--- config.mk ---
export PLATFORM = sky130hd
export DESIGN_NAME = channel_group_rate_limiter
export DESIGN_NICKNAME = d
export VERILOG_FILES = /design/src/core/channel_group_pkg.sv /design/src/core/channel_group_rate_limiter.sv
export SDC_FILE = /design/constraint.sdc
export NUM_CORES = 1
export LEC_CHECK = 0
export BUFFER_PORTS_ARGS = -buffer_cell sky130_fd_sc_hd__clkbuf_2
export CAP_MARGIN = 20
export CORE_UTILIZATION = 40
export CTS_CLUSTER_DIAMETER = 50
export DETAILED_ROUTE_END_ITERATION = 6
export PLACE_DENSITY_LB_ADDON = 0.3
export SYNTH_ARGS = -nofsm -noshare
export SYNTH_HDL_FRONTEND = slang
export SYNTH_SLANG_ARGS = --single-unit
--- constraint.sdc ---
create_clock -name clk -period 5.1 [get_ports clk]
set_input_delay 0 -clock clk [delete_from_list [all_inputs] [get_ports clk]]
set_output_delay 0 -clock clk [all_outputs]
set_load 0.05 [all_outputs]
--- src/core/channel_group_pkg.sv ---
// Constants, register map and field layout for the channel group rate limiter
// What this block does
// - Capability identifier reads a fixed constant.
// - Next pointer reads zero when last.
// - Fixed type code marks channel-group capability.
// - Read-only group support mask, bit0 group0.
// - Link 0 enable mask, cleared on reset.
// - Link 1 enable mask, reserved single-link.
// - Streaming channel count code, read-only.
// - Streaming bucket refills every 2^exp x100ps.
// - Streaming packet sent drains one credit.
// - Streaming ranks high while bucket non-empty.
// - Streaming bucket starts at zero.
// - Streaming bucket capped at programmed depth.
// - Unflowed bucket refills every 2^exp x100ps.
// - Unflowed packet sent drains one credit.
// - Unflowed packets blocked when bucket empty.
// - Unflowed bucket starts at zero.
// - Unflowed bucket capped at programmed depth.
// - Interval and depth fields clear on reset.
// - Capability present beyond base/isochronous groups.
package channel_group_pkg;
   // Register byte offsets
   localparam logic [3:0] capability_header_off         = 4'h0;
   localparam logic [3:0] group_support_and_enables_off = 4'h4;
   localparam logic [3:0] streaming_limiter_config_off  = 4'h8;
   localparam logic [3:0] unflowed_limiter_config_off   = 4'hc;
   // Header field values
   localparam logic [7:0] cap_id_value        = 8'h08;
   localparam logic [4:0] cap_type_value      = 5'h17;
   localparam int         cap_type_pos        = 27;
   localparam int         cap_ptr_pos         = 8;
   // Field positions in word 1
   localparam int         support_pos         = 0;
   localparam int         link1_enable_pos    = 8;
   localparam int         link0_enable_pos    = 16;
   // Field positions in words 2 and 3
   localparam int         depth_pos           = 0;
   localparam int         exponent_pos        = 8;
   localparam int         count_code_pos      = 16;
   // Reset values
   localparam logic [7:0] enable_reset        = 8'h00;
   localparam logic [7:0] exponent_reset      = 8'h00;
   localparam logic [7:0] depth_reset         = 8'h00;
   localparam logic [7:0] bucket_reset        = 8'h00;
   // Streaming channel count codes
   localparam logic [1:0] stream_code_one     = 2'h0;
   localparam logic [1:0] stream_code_four    = 2'h1;
   localparam logic [1:0] stream_code_sixteen = 2'h2;
   // Timebase: 100 ps unit against a 25 ns clock
   localparam int         unit_ps             = 100;
   localparam int         clk_period_ps       = 25000;
   // Exponent giving one clock period: 250 x 100ps = 25ns, rounded up to 2^8
   localparam int         clk_exp             = 8;
   localparam int         ticks_w             = 40;
   // AXI responses
   localparam logic [1:0] resp_okay           = 2'h0;
   localparam logic [1:0] resp_slverr         = 2'h2;
   // Transmit arbiter class ranking
   typedef enum logic [2:0] {
      cls_none      = 3'b000,
      cls_unflowed  = 3'b001,
      cls_streaming = 3'b010,
      cls_base      = 3'b011
   } grant_class_t;
endpackage

--- src/core/channel_group_rate_limiter.sv ---
// Channel group capability registers with two leaky-bucket credit limiters
//
// Our own choice: the AXI4-Lite slave port.
`timescale 1ns/1ps
module channel_group_rate_limiter #(
   parameter logic [7:0] next_pointer       = 8'h00,  // Zero: last list entry
   parameter logic [7:0] group_support      = 8'h07,  // Groups implemented
   parameter logic [1:0] stream_count_code  = channel_group_pkg::stream_code_four,
   parameter bit         dual_link          = 1'b1
) (
   input  wire logic        clk,
   input  wire logic        sys_rst,
   input  wire logic        clk_en,
   // AXI4-Lite slave
   input  wire logic [3:0]  s_axi_awaddr,
   input  wire logic        s_axi_awvalid,
   output logic             s_axi_awready,
   input  wire logic [31:0] s_axi_wdata,
   input  wire logic [3:0]  s_axi_wstrb,
   input  wire logic        s_axi_wvalid,
   output logic             s_axi_wready,
   output logic [1:0]       s_axi_bresp,
   output logic             s_axi_bvalid,
   input  wire logic        s_axi_bready,
   input  wire logic [3:0]  s_axi_araddr,
   input  wire logic        s_axi_arvalid,
   output logic             s_axi_arready,
   output logic [31:0]      s_axi_rdata,
   output logic [1:0]       s_axi_rresp,
   output logic             s_axi_rvalid,
   input  wire logic        s_axi_rready,
   // Transmit arbiter side
   input  wire logic        unflowed_request,
   input  wire logic        streaming_request,
   input  wire logic        base_request,
   input  wire logic        packet_sent,
   output channel_group_pkg::grant_class_t grant_class,
   output logic             streaming_credit_avail,
   output logic             unflowed_credit_avail,
   output logic [7:0]       link0_group_enable_mask,
   output logic [7:0]       link1_group_enable_mask
);
   import channel_group_pkg::*;

   // Software fields
   logic [7:0]  link0_en_q;                 // Link 0 group enables
   logic [7:0]  link1_en_q;                 // Link 1 group enables
   logic [7:0]  streaming_refill_exponent_q; // Streaming refill exponent
   logic [7:0]  streaming_bucket_depth_q;   // Streaming cap
   logic [7:0]  unflowed_refill_exponent_q; // Unflowed refill exponent
   logic [7:0]  unflowed_bucket_depth_q;    // Unflowed cap
   // Credit buckets
   logic [7:0]  streaming_credit_bucket_q;
   logic [7:0]  unflowed_credit_bucket_q;
   // Free-running timebase in clock periods
   logic [ticks_w-1:0] timebase_q;
   logic [ticks_w-1:0] timebase_d;
   // Bus channel state
   logic        aw_held_q;
   logic [3:0]  aw_addr_q;
   logic        w_held_q;
   logic [31:0] w_data_q;
   logic [3:0]  w_strb_q;

   // Merge byte lanes of a write into an old word
   function automatic logic [31:0] merge_lanes(input logic [31:0] old_w,
                                               input logic [31:0] new_w,
                                               input logic [3:0]  strb);
      logic [31:0] r;
      r = old_w;
      for (int i = 0; i < 4; i++) begin
         if (strb[i]) begin
            r[i*8 +: 8] = new_w[i*8 +: 8];
         end
      end
      return r;
   endfunction

   // Refill tick decode: true when the timebase crosses a 2^exp x100ps edge.
   // Intervals shorter than one clock round up to one clock per credit.
   function automatic logic refill_tick(input logic [7:0] exponent,
                                        input logic [ticks_w-1:0] tb,
                                        input logic [ticks_w-1:0] tb_next);
      logic [7:0] sh;
      sh = 8'h00;
      if (exponent <= 8'(clk_exp)) begin
         return 1'b1;
      end
      sh = exponent - 8'(clk_exp);
      if (sh >= 8'(ticks_w)) begin
         return 1'b0;                      // Interval beyond timebase: never refills
      end
      return (tb >> sh) != (tb_next >> sh);
   endfunction

   // Register read decode, shared by the read path and the write merge
   function automatic logic [31:0] read_word(input logic [3:0] addr);
      logic [31:0] r;
      r = 32'h0000_0000;
      unique case (addr[3:2])
         2'h0: begin                                     // Header word
            r[7:0]                       = cap_id_value;
            r[cap_ptr_pos +: 8]          = next_pointer;
            r[cap_type_pos +: 5]         = cap_type_value;
         end
         2'h1: begin
            r[support_pos +: 8]          = group_support;
            r[link0_enable_pos +: 8]     = link0_en_q;
            r[link1_enable_pos +: 8]     = link1_en_q;
         end
         2'h2: begin
            r[depth_pos +: 8]            = streaming_bucket_depth_q;
            r[exponent_pos +: 8]         = streaming_refill_exponent_q;
            r[count_code_pos +: 2]       = stream_count_code;
         end
         2'h3: begin
            r[depth_pos +: 8]            = unflowed_bucket_depth_q;
            r[exponent_pos +: 8]         = unflowed_refill_exponent_q;
         end
      endcase
      return r;
   endfunction

   // Whole four-word map is decoded; addr bits 1:0 are ignored as AXI aligns
   logic        wr_fire;
   logic [31:0] wr_word;
   logic        tick_stream;
   logic        tick_unflowed;
   logic        sent_stream;
   logic        sent_unflowed;

   assign wr_fire    = aw_held_q && w_held_q && !s_axi_bvalid;
   assign wr_word    = merge_lanes(read_word(aw_addr_q), w_data_q, w_strb_q);
   assign timebase_d = timebase_q + 1'b1;
   assign tick_stream   = refill_tick(streaming_refill_exponent_q, timebase_q, timebase_d);
   assign tick_unflowed = refill_tick(unflowed_refill_exponent_q, timebase_q, timebase_d);
   assign sent_stream   = packet_sent && (grant_class == cls_streaming);
   assign sent_unflowed = packet_sent && (grant_class == cls_unflowed);

   // Write address and data channels taken independently, in either order
   always_ff @(posedge clk) begin
      if (sys_rst) begin
         aw_held_q     <= 1'b0;
         aw_addr_q     <= 4'h0;
         w_held_q      <= 1'b0;
         w_data_q      <= 32'h0000_0000;
         w_strb_q      <= 4'h0;
         s_axi_awready <= 1'b0;
         s_axi_wready  <= 1'b0;
      end else if (clk_en) begin
         // Ready is a one-cycle pulse answering a valid with no slot held
         s_axi_awready <= s_axi_awvalid && !aw_held_q && !s_axi_awready;
         s_axi_wready  <= s_axi_wvalid && !w_held_q && !s_axi_wready;
         if (s_axi_awvalid && s_axi_awready) begin
            aw_held_q <= 1'b1;
            aw_addr_q <= s_axi_awaddr;
         end else if (wr_fire) begin
            aw_held_q <= 1'b0;
         end
         if (s_axi_wvalid && s_axi_wready) begin
            w_held_q <= 1'b1;
            w_data_q <= s_axi_wdata;
            w_strb_q <= s_axi_wstrb;
         end else if (wr_fire) begin
            w_held_q <= 1'b0;
         end
      end
   end

   // Write response follows both halves
   always_ff @(posedge clk) begin
      if (sys_rst) begin
         s_axi_bvalid <= 1'b0;
         s_axi_bresp  <= resp_okay;
      end else if (clk_en) begin
         if (wr_fire) begin
            s_axi_bvalid <= 1'b1;
            s_axi_bresp  <= resp_okay;     // Every word decodes; RO bits ignore writes
         end else if (s_axi_bready) begin
            s_axi_bvalid <= 1'b0;
         end
      end
   end

   // Writable fields; identifiers, support mask and count code stay fixed
   always_ff @(posedge clk) begin
      if (sys_rst) begin
         link0_en_q                  <= enable_reset;
         link1_en_q                  <= enable_reset;
         streaming_refill_exponent_q <= exponent_reset;
         streaming_bucket_depth_q    <= depth_reset;
         unflowed_refill_exponent_q  <= exponent_reset;
         unflowed_bucket_depth_q     <= depth_reset;
      end else if (clk_en && wr_fire) begin
         unique case (aw_addr_q[3:2])
            2'h1: begin
               link0_en_q <= wr_word[link0_enable_pos +: 8];
               // Single-link parts keep the second mask reserved at zero
               if (dual_link) begin
                  link1_en_q <= wr_word[link1_enable_pos +: 8];
               end
            end
            2'h2: begin
               streaming_bucket_depth_q    <= wr_word[depth_pos +: 8];
               streaming_refill_exponent_q <= wr_word[exponent_pos +: 8];
            end
            2'h3: begin
               unflowed_bucket_depth_q    <= wr_word[depth_pos +: 8];
               unflowed_refill_exponent_q <= wr_word[exponent_pos +: 8];
            end
            default: begin
               // Header word is read-only
            end
         endcase
      end
   end

   // Read channel: one read at a time, answer one cycle after address
   always_ff @(posedge clk) begin
      if (sys_rst) begin
         s_axi_arready <= 1'b0;
         s_axi_rvalid  <= 1'b0;
         s_axi_rdata   <= 32'h0000_0000;
         s_axi_rresp   <= resp_okay;
      end else if (clk_en) begin
         s_axi_arready <= s_axi_arvalid && !s_axi_arready && !s_axi_rvalid;
         if (s_axi_arvalid && s_axi_arready) begin
            s_axi_rvalid <= 1'b1;
            s_axi_rdata  <= read_word(s_axi_araddr);
            s_axi_rresp  <= resp_okay;
         end else if (s_axi_rready) begin
            s_axi_rvalid <= 1'b0;
         end
      end
   end

   // Free-running timebase, one count per clock period
   always_ff @(posedge clk) begin
      if (sys_rst) begin
         timebase_q <= '0;
      end else if (clk_en) begin
         timebase_q <= timebase_d;
      end
   end

   // Streaming bucket: refill saturates at depth, send drains to zero
   always_ff @(posedge clk) begin
      if (sys_rst) begin
         streaming_credit_bucket_q <= bucket_reset;
      end else if (clk_en) begin
         if (tick_stream && !sent_stream) begin
            if (streaming_credit_bucket_q < streaming_bucket_depth_q) begin
               streaming_credit_bucket_q <= streaming_credit_bucket_q + 8'h01;
            end else begin
               // Depth lowered below count: clamp down to the new cap
               streaming_credit_bucket_q <= streaming_bucket_depth_q;
            end
         end else if (sent_stream && !tick_stream) begin
            if (streaming_credit_bucket_q != 8'h00) begin
               streaming_credit_bucket_q <= streaming_credit_bucket_q - 8'h01;
            end
         end
         // Tick and send together cancel out
      end
   end

   // Unflowed bucket: same scheme, gates unflowed packets outright
   always_ff @(posedge clk) begin
      if (sys_rst) begin
         unflowed_credit_bucket_q <= bucket_reset;
      end else if (clk_en) begin
         if (tick_unflowed && !sent_unflowed) begin
            if (unflowed_credit_bucket_q < unflowed_bucket_depth_q) begin
               unflowed_credit_bucket_q <= unflowed_credit_bucket_q + 8'h01;
            end else begin
               unflowed_credit_bucket_q <= unflowed_bucket_depth_q;
            end
         end else if (sent_unflowed && !tick_unflowed) begin
            if (unflowed_credit_bucket_q != 8'h00) begin
               unflowed_credit_bucket_q <= unflowed_credit_bucket_q - 8'h01;
            end
         end
      end
   end

   // Transmit arbitration: registered grant class for the next packet.
   // Streaming without credit falls to the base/isochronous/alternate rank.
   always_ff @(posedge clk) begin
      if (sys_rst) begin
         grant_class <= cls_none;
      end else if (clk_en) begin
         if (unflowed_request && unflowed_credit_bucket_q != 8'h00) begin
            grant_class <= cls_unflowed;
         end else if (streaming_request && streaming_credit_bucket_q != 8'h00) begin
            grant_class <= cls_streaming;
         end else if (base_request || streaming_request) begin
            grant_class <= cls_base;
         end else begin
            grant_class <= cls_none;
         end
      end
   end

   // Status and mask outputs, registered
   always_ff @(posedge clk) begin
      if (sys_rst) begin
         streaming_credit_avail  <= 1'b0;
         unflowed_credit_avail   <= 1'b0;
         link0_group_enable_mask <= enable_reset;
         link1_group_enable_mask <= enable_reset;
      end else if (clk_en) begin
         streaming_credit_avail  <= streaming_credit_bucket_q != 8'h00;
         unflowed_credit_avail   <= unflowed_credit_bucket_q != 8'h00;
         // Only supported groups may be enabled on the link
         link0_group_enable_mask <= link0_en_q & group_support;
         link1_group_enable_mask <= link1_en_q & group_support;
      end
   end
endmodule
Word level (Yosys, flattened, before mapping):

Index checks and enable logic that the tools add are counted.

* add/sub/neg operators: 7
* magnitude comparators: 6
* equality and inequality tests: 10
* shifts and indexed selects: 4
* mux-type cells: 39
* reduce and logical (&&, ||, !) cells: 56

Operators by type and width (count)
* 40-bit by 8-bit >> shifter with 40-bit output: 4
* 8-bit 2-to-1 mux: 10
* 40-bit != test: 2
* 16-bit case mux with 4 select lines: 1
* 40-bit by 1-bit adder with 40-bit output, second input constant: 1
* 16-bit case mux with 2 select lines: 1
* 1-bit 2-to-1 mux: 21
* 1-bit logical AND: 20
* 2-bit AND reduction: 10
* 8-bit by 1-bit adder with 8-bit output, second input constant: 2
* 8-bit by 6-bit >= comparator with 1-bit output, second input constant: 2
* 8-bit by 4-bit <= comparator with 1-bit output, second input constant: 2
* 8-bit less-than comparator: 2
* 2-bit nonzero test: 8
* 8-bit nonzero test: 2
* 8-bit by 1-bit subtractor with 8-bit output, second input constant: 2
* 8-bit by 4-bit subtractor with 8-bit output, second input constant: 2
* 1-bit logical NOT: 11
* 3-bit AND reduction: 3
* 2-bit == test, second input constant: 4
* 2-bit 2-to-1 mux: 3
* 6-bit 2-to-1 mux: 1
* 5-bit 2-to-1 mux: 1
* 2-bit by 1-bit == test with 1-bit output, second input constant: 2
* 5 further kinds: 5

* register bits: 182
* bits of input ports: 56
* output and inout bits: 62
* word-level logic and storage cells: 147

Logic depth before layout (Yosys ltp):

* word-level depth: 10
* gate-level depth with buffers: 24
* gate-level depth less buffers: 20

Least setup slack after synthesis:

OpenSTA, ideal clock, no wires.

* path type: reg2reg
* start point: register streaming_refill_exponent_q[3]
* end point: register streaming_credit_bucket_q[6]
* library setup time: 114 ps
* arrival time: 5180 ps
* required time: 4986 ps
* path slack: -195 ps
* stages on the path, launching flop included: 21
* path buffers: 5
* clock period less this slack: 5295 ps
* path through: dfxtp_1 > clkbuf_1 > inv_1 > clkbuf_1 > clkbuf_1 > ha_1 > clkbuf_1 > clkinv_1 > mux4_2 > mux4_2 > nor2_1 > or3_1 > nand4_1 > or3_1 > nor4b_1 > a211oi_1 > ha_1 > clkbuf_1 > o21ai_1 > nor2_1 > a2111oi_0

* cells in the longest elaborated chain, start to end: 10
* elaborated cells between the ends (all ways): 19
* classes of those cells: 1 x add/sub; 2 x order compare; 1 x eq/ne; 2 x shift; 7 x mux; 6 x reduce/logical

RTL lines
* start, declared: line channel_group_rate_limiter.sv:48 `logic [7:0] streaming_refill_exponent_q;`
* start signal, assigned: line channel_group_rate_limiter.sv:190 `streaming_refill_exponent_q <= exponent_reset;`
* start signal, assigned: line channel_group_rate_limiter.sv:205 `streaming_refill_exponent_q <= wr_word[exponent_pos +: 8];`
* branches (longest 5 deep; another with 8-bit by 4-bit subtractor with 8-bit output)
* 1-bit 2-to-1 mux (*): line channel_group_rate_limiter.sv:89 `sh = exponent - 8'(clk_exp);`
* 1-bit logical NOT: line channel_group_rate_limiter.sv:258 `end else if (sent_stream && !tick_stream) begin`
* 1-bit logical AND: line channel_group_rate_limiter.sv:258
* 2-bit nonzero test (no line)
* 3-bit AND reduction (no line)
* end signal, assigned: line channel_group_rate_limiter.sv:253 `streaming_credit_bucket_q <= streaming_credit_bucket_q + 8'h01;`
* end signal, assigned: line channel_group_rate_limiter.sv:256 `streaming_credit_bucket_q <= streaming_bucket_depth_q;`
* end signal, assigned: line channel_group_rate_limiter.sv:260 `streaming_credit_bucket_q <= streaming_credit_bucket_q - 8'h01;`
* end, declared: line channel_group_rate_limiter.sv:53 `logic [7:0] streaming_credit_bucket_q;`

Mark *: on every way between the ends. The select of a mux whose other input is x is not followed.
A chain may end at the register's enable or synchronous reset.

Worst setup path after layout:

* start point: register timebase_q[9]
* end point: register unflowed_credit_bucket_q[0]

* cells in the longest elaborated chain, start to end: 9
* elaborated cells between the ends (all ways): 13
* classes of those cells: 1 x add/sub; 1 x eq/ne; 2 x shift; 3 x mux; 6 x reduce/logical

RTL lines
* start, declared: line channel_group_rate_limiter.sv:56 `logic [ticks_w-1:0] timebase_q;`
* start signal, assigned: line channel_group_rate_limiter.sv:242 `timebase_q <= timebase_d;`
* 40-bit by 1-bit adder with 40-bit output: line channel_group_rate_limiter.sv:134 `assign timebase_d = timebase_q + 1'b1;`
* 40-bit by 8-bit >> shifter with 40-bit output: line channel_group_rate_limiter.sv:93 `return (tb >> sh) != (tb_next >> sh);`
* 40-bit != test (*): line channel_group_rate_limiter.sv:93
* 1-bit 2-to-1 mux (*): line channel_group_rate_limiter.sv:93
* 1-bit 2-to-1 mux (*): line channel_group_rate_limiter.sv:89
* 1-bit logical NOT: line channel_group_rate_limiter.sv:278 `end else if (sent_unflowed && !tick_unflowed) begin`
* 1-bit logical AND: line channel_group_rate_limiter.sv:278
* 2-bit nonzero test (no line)
* 3-bit AND reduction (no line)
* end signal, assigned: line channel_group_rate_limiter.sv:274 `unflowed_credit_bucket_q <= unflowed_credit_bucket_q + 8'h01;`
* end signal, assigned: line channel_group_rate_limiter.sv:276 `unflowed_credit_bucket_q <= unflowed_bucket_depth_q;`
* end signal, assigned: line channel_group_rate_limiter.sv:280 `unflowed_credit_bucket_q <= unflowed_credit_bucket_q - 8'h01;`
* end, declared: line channel_group_rate_limiter.sv:54 `logic [7:0] unflowed_credit_bucket_q;`

Every way passes the cells marked *; elsewhere a longest branch is shown, timed or not.

==> flow_summary.toml <==
[clocking]
clk_latency_ps = 460
cts_buffer_depth = 2
htree_levels = 4
cts-root-buf = "clkbuf_16"
cts_tree = "built"
cts_sinks = 175
clk_pin_slew_worst_paths_ps = 80
cts_inserted_buffers = 17

[route]
vias_per_cell = 6.350
antenna_left = 0
routed_wl_mm = 71.37
drc = 1
drtIter0Drc = 2215
first_pass_iters = 7
drt-wirelength-per-cell_um = 23.44
routed-via-count = 19340

[die]
num_rows = 74
die-width_um = 206.9
dieArea_sq_mm = 0.04279
initial_core_util_pct = 40.84
core_sq_mm = 0.04111
pin_count = 118
die_y_um = 206.9

[power]
irDropWorstVdd_uv = 172.8
power_leakage_uw = 0.007461
power.density_mw_per_mm2 = 173.5
power.total_uw = 3614
seqPwrFrac_pct = 41.0
p_sw_uw = 1212
p_sw_share_pct = 33.53
combPwrFrac_pct = 18.6
clkPwrFrac_pct = 40.4
p_int_uw = 2402

[placement]
place_inst = 2955
dp_worst_setup_slack_ps = -211.3
routabilityCongestion = 1.075
io_buffers = 85
place_hpwl_mm = 52.96

[cells_and_area]
final_cells = 3045
n_antenna_cell = 0
syn_to_final_growth_pct = 24.10
nets = 2587
layout-drive-gt1-share_pct = 23.80
utilization_pct = 50.68

[yosys]
synthTopCellsByArea = "dfxtp_1 21%, mux2i_1 6.9%, mux4_2 6.3%, a21oi_1 5.8%, nand2_1 5.6%"
ys_ff_latch = 175
yosysWarnings = 0
netlist-cell-type-count = 87
muxShareOfSynthArea_pct = 14.64
syn_avg_cell_area_sq_um = 7.376
synth_common_cells = "251 x nand2_1, 251 x nor2_1, 194 x a21oi_1, 175 x clkbuf_1, 175 x dfxtp_1"
synth_area_sq_mm = 0.01679
synth_edf_count = 0
synth-main-ff-cell = "dfxtp_1"
yosys.area_share.xor_xnor_pct = 6.417
synth_compound_area_share_pct = 24.16
async_reset_ff_share_pct = 0
synth_fa_ha_area_share_pct = 2.311
synth_top_family_by_area = "simple AND/OR/NAND/NOR gates"
syn_inst = 2276
netlist.area_leader.share_pct = 20.87
synth_area_leader_cell = "dfxtp_1"
yosys.area_share.simple_pct = 24.22
yosysSeqAreaShare_pct = 20.87

[global_route]
grt_max_degree = 104
antenna_found_initial = 0
grt_use_total_pct = 32.59
grt_first_pass_wirelength_mm = 106.6
grt_overflow = 0
grt_pass1_vias = 17870

[timing]
drv_slew = 0
clock.fmax_mhz = 201.0
setup_viol = 0
finalWorstSetupSlack_ps = 123.9
timing.final.crit_share_pct = 97.57
slew_headroom_pct = 24.47
tightest_slew_ps = 1133
hold_viol_final = 0
finClkSkew_ps = 11.20
period_needed_ps = 4976

[critical_path]
worstPathArrival_ps = 5360
critPathRequiredTime_ps = 5490
end_kind = "flop"
path_max_fanout = 17
critPathKind = "flop to flop"
cp-start-kind = "flop"

[worst_hold_path]
min_path_type = "input port to flop"

[run]
drv_cap = 0

[outcome]
violations = "design-rule violations"
status = "complete, but fails checks"
[worst paths after layout]
kind | start | endpoint | slack (ps) | cells after the start
setup / recovery | timebase_q[9] | unflowed_credit_bucket_q[0] | 120 | 20
hold / removal | base_request | grant_class[1] | 60 | 5
setup reg to reg | timebase_q[9] | unflowed_credit_bucket_q[0] | 120 | 20
hold reg to reg | s_axi_rdata[22] | s_axi_rdata[22] | 450 | 2
[through the flow]
stage,cell area (sq um),hold slack [ps],setup TNS [ps]
final,20830,55.66,0
after detailed placement,19240,235.5,-1596
after global routing,20830,112.7,-255.2
after global placement,19240,225.9,-1982
after CTS,20350,32.81,0
after floorplan,16860,136.0,0
[registers in the layout (all words and copies together) (netlist names), 2 cells and up]
name	cells
w_strb_q	3
s_axi_rdata	25
grant_class	2
link1_en_q	8
streaming_refill_exponent_q	8
streaming_bucket_depth_q	8
w_data_q	24
timebase_q	40
unflowed_credit_bucket_q	8
aw_addr_q	2
streaming_credit_bucket_q	8
unflowed_bucket_depth_q	8
link0_group_enable_mask	3
link1_group_enable_mask	3
unflowed_refill_exponent_q	8
link0_en_q	8
[final cells by class]
| class | count | area, sq um |
|---|---|---|
| clock buffer | 17 | 425.4 |
| clock inverter | 15 | 225.2 |
| fill | 3973 | 20280 |
| inverter | 48 | 181.4 |
| multi-input combinational | 1818 | 12480 |
| sequential | 175 | 3550 |
| tap | 532 | 665.6 |
| timing repair buffer | 440 | 3307 |
[cell usage in the layout, fill, tap and decap left out, drive strengths merged, types with 27 or more instances in the layout]
cell type / n
buf: 316
nand2: 251
nor2: 251
a21oi: 194
dfxtp: 175
mux2i: 115
clkbuf: 101
nand3: 93
a211oi: 87
o21ai: 75
xnor2: 67
xor2: 56
inv: 51
nor3: 49
mux4: 47
dlygate4sd3: 40
or3: 34
nand4: 31
ha: 31
nor4: 28
o211ai: 27
[power groups by stage]
stage | combinational (uW) | sequential [uW] | clock [uW]
floorplan | 465 | 1490 | 0
global placement | 608 | 1510 | 0
detailed placement | 623 | 1510 | 0
CTS | 653 | 1480 | 1470
global route | 738 | 1490 | 1510
finish | 673 | 1480 | 1460
[routing by layer]
layer / up-vias / part of all wire, % / global-route usage, %
li1: 8765 / - / -
met1: 9244 / 41 / 42.49
met2: 1101 / 45 / 50.96
met3: 226 / 8.7 / 5.165
met4: 0 / 6.0 / 18.64
met5: - / 0 / 0
[cell families (layout without fill, tap and decap cells)]
logic type,Yosys count,in the layout
fa+ha+maj,31,31
compound gates,605,605
flops,175,175
xor+xnor,123,123
buf+inv,301,520
simple gates,856,856
other cells,1,19
mux,184,184
[timing repair]
action | CTS | global route
gates resized for setup | 11 | 76
hold buffers | 40 | 0
hold endpoints to repair | 58 | 0
setup endpoints to repair | 15 | 16
setup buffers | 1 | 17
pin swaps | 2 | 31
[worst max-delay path: stages (launching register included)]
cell and delay [ps]:
dfxtp_1 390, buf_12 180, and4_1 230, nand4_1 280, nor2_1 260, xnor2_1 210
buf_4 260, mux2i_1 170, mux2i_2 330, a21oi_1 130, a31oi_1 230, xor2_1 250
a2111oi_0 110, buf_4 170, a221oi_4 450, ha_1 320, nor2_2 130, o21ai_1 100
buf_4 180, or3_1 360, a31oi_1 130
Note: power is estimated with default switching activity, not from simulation.
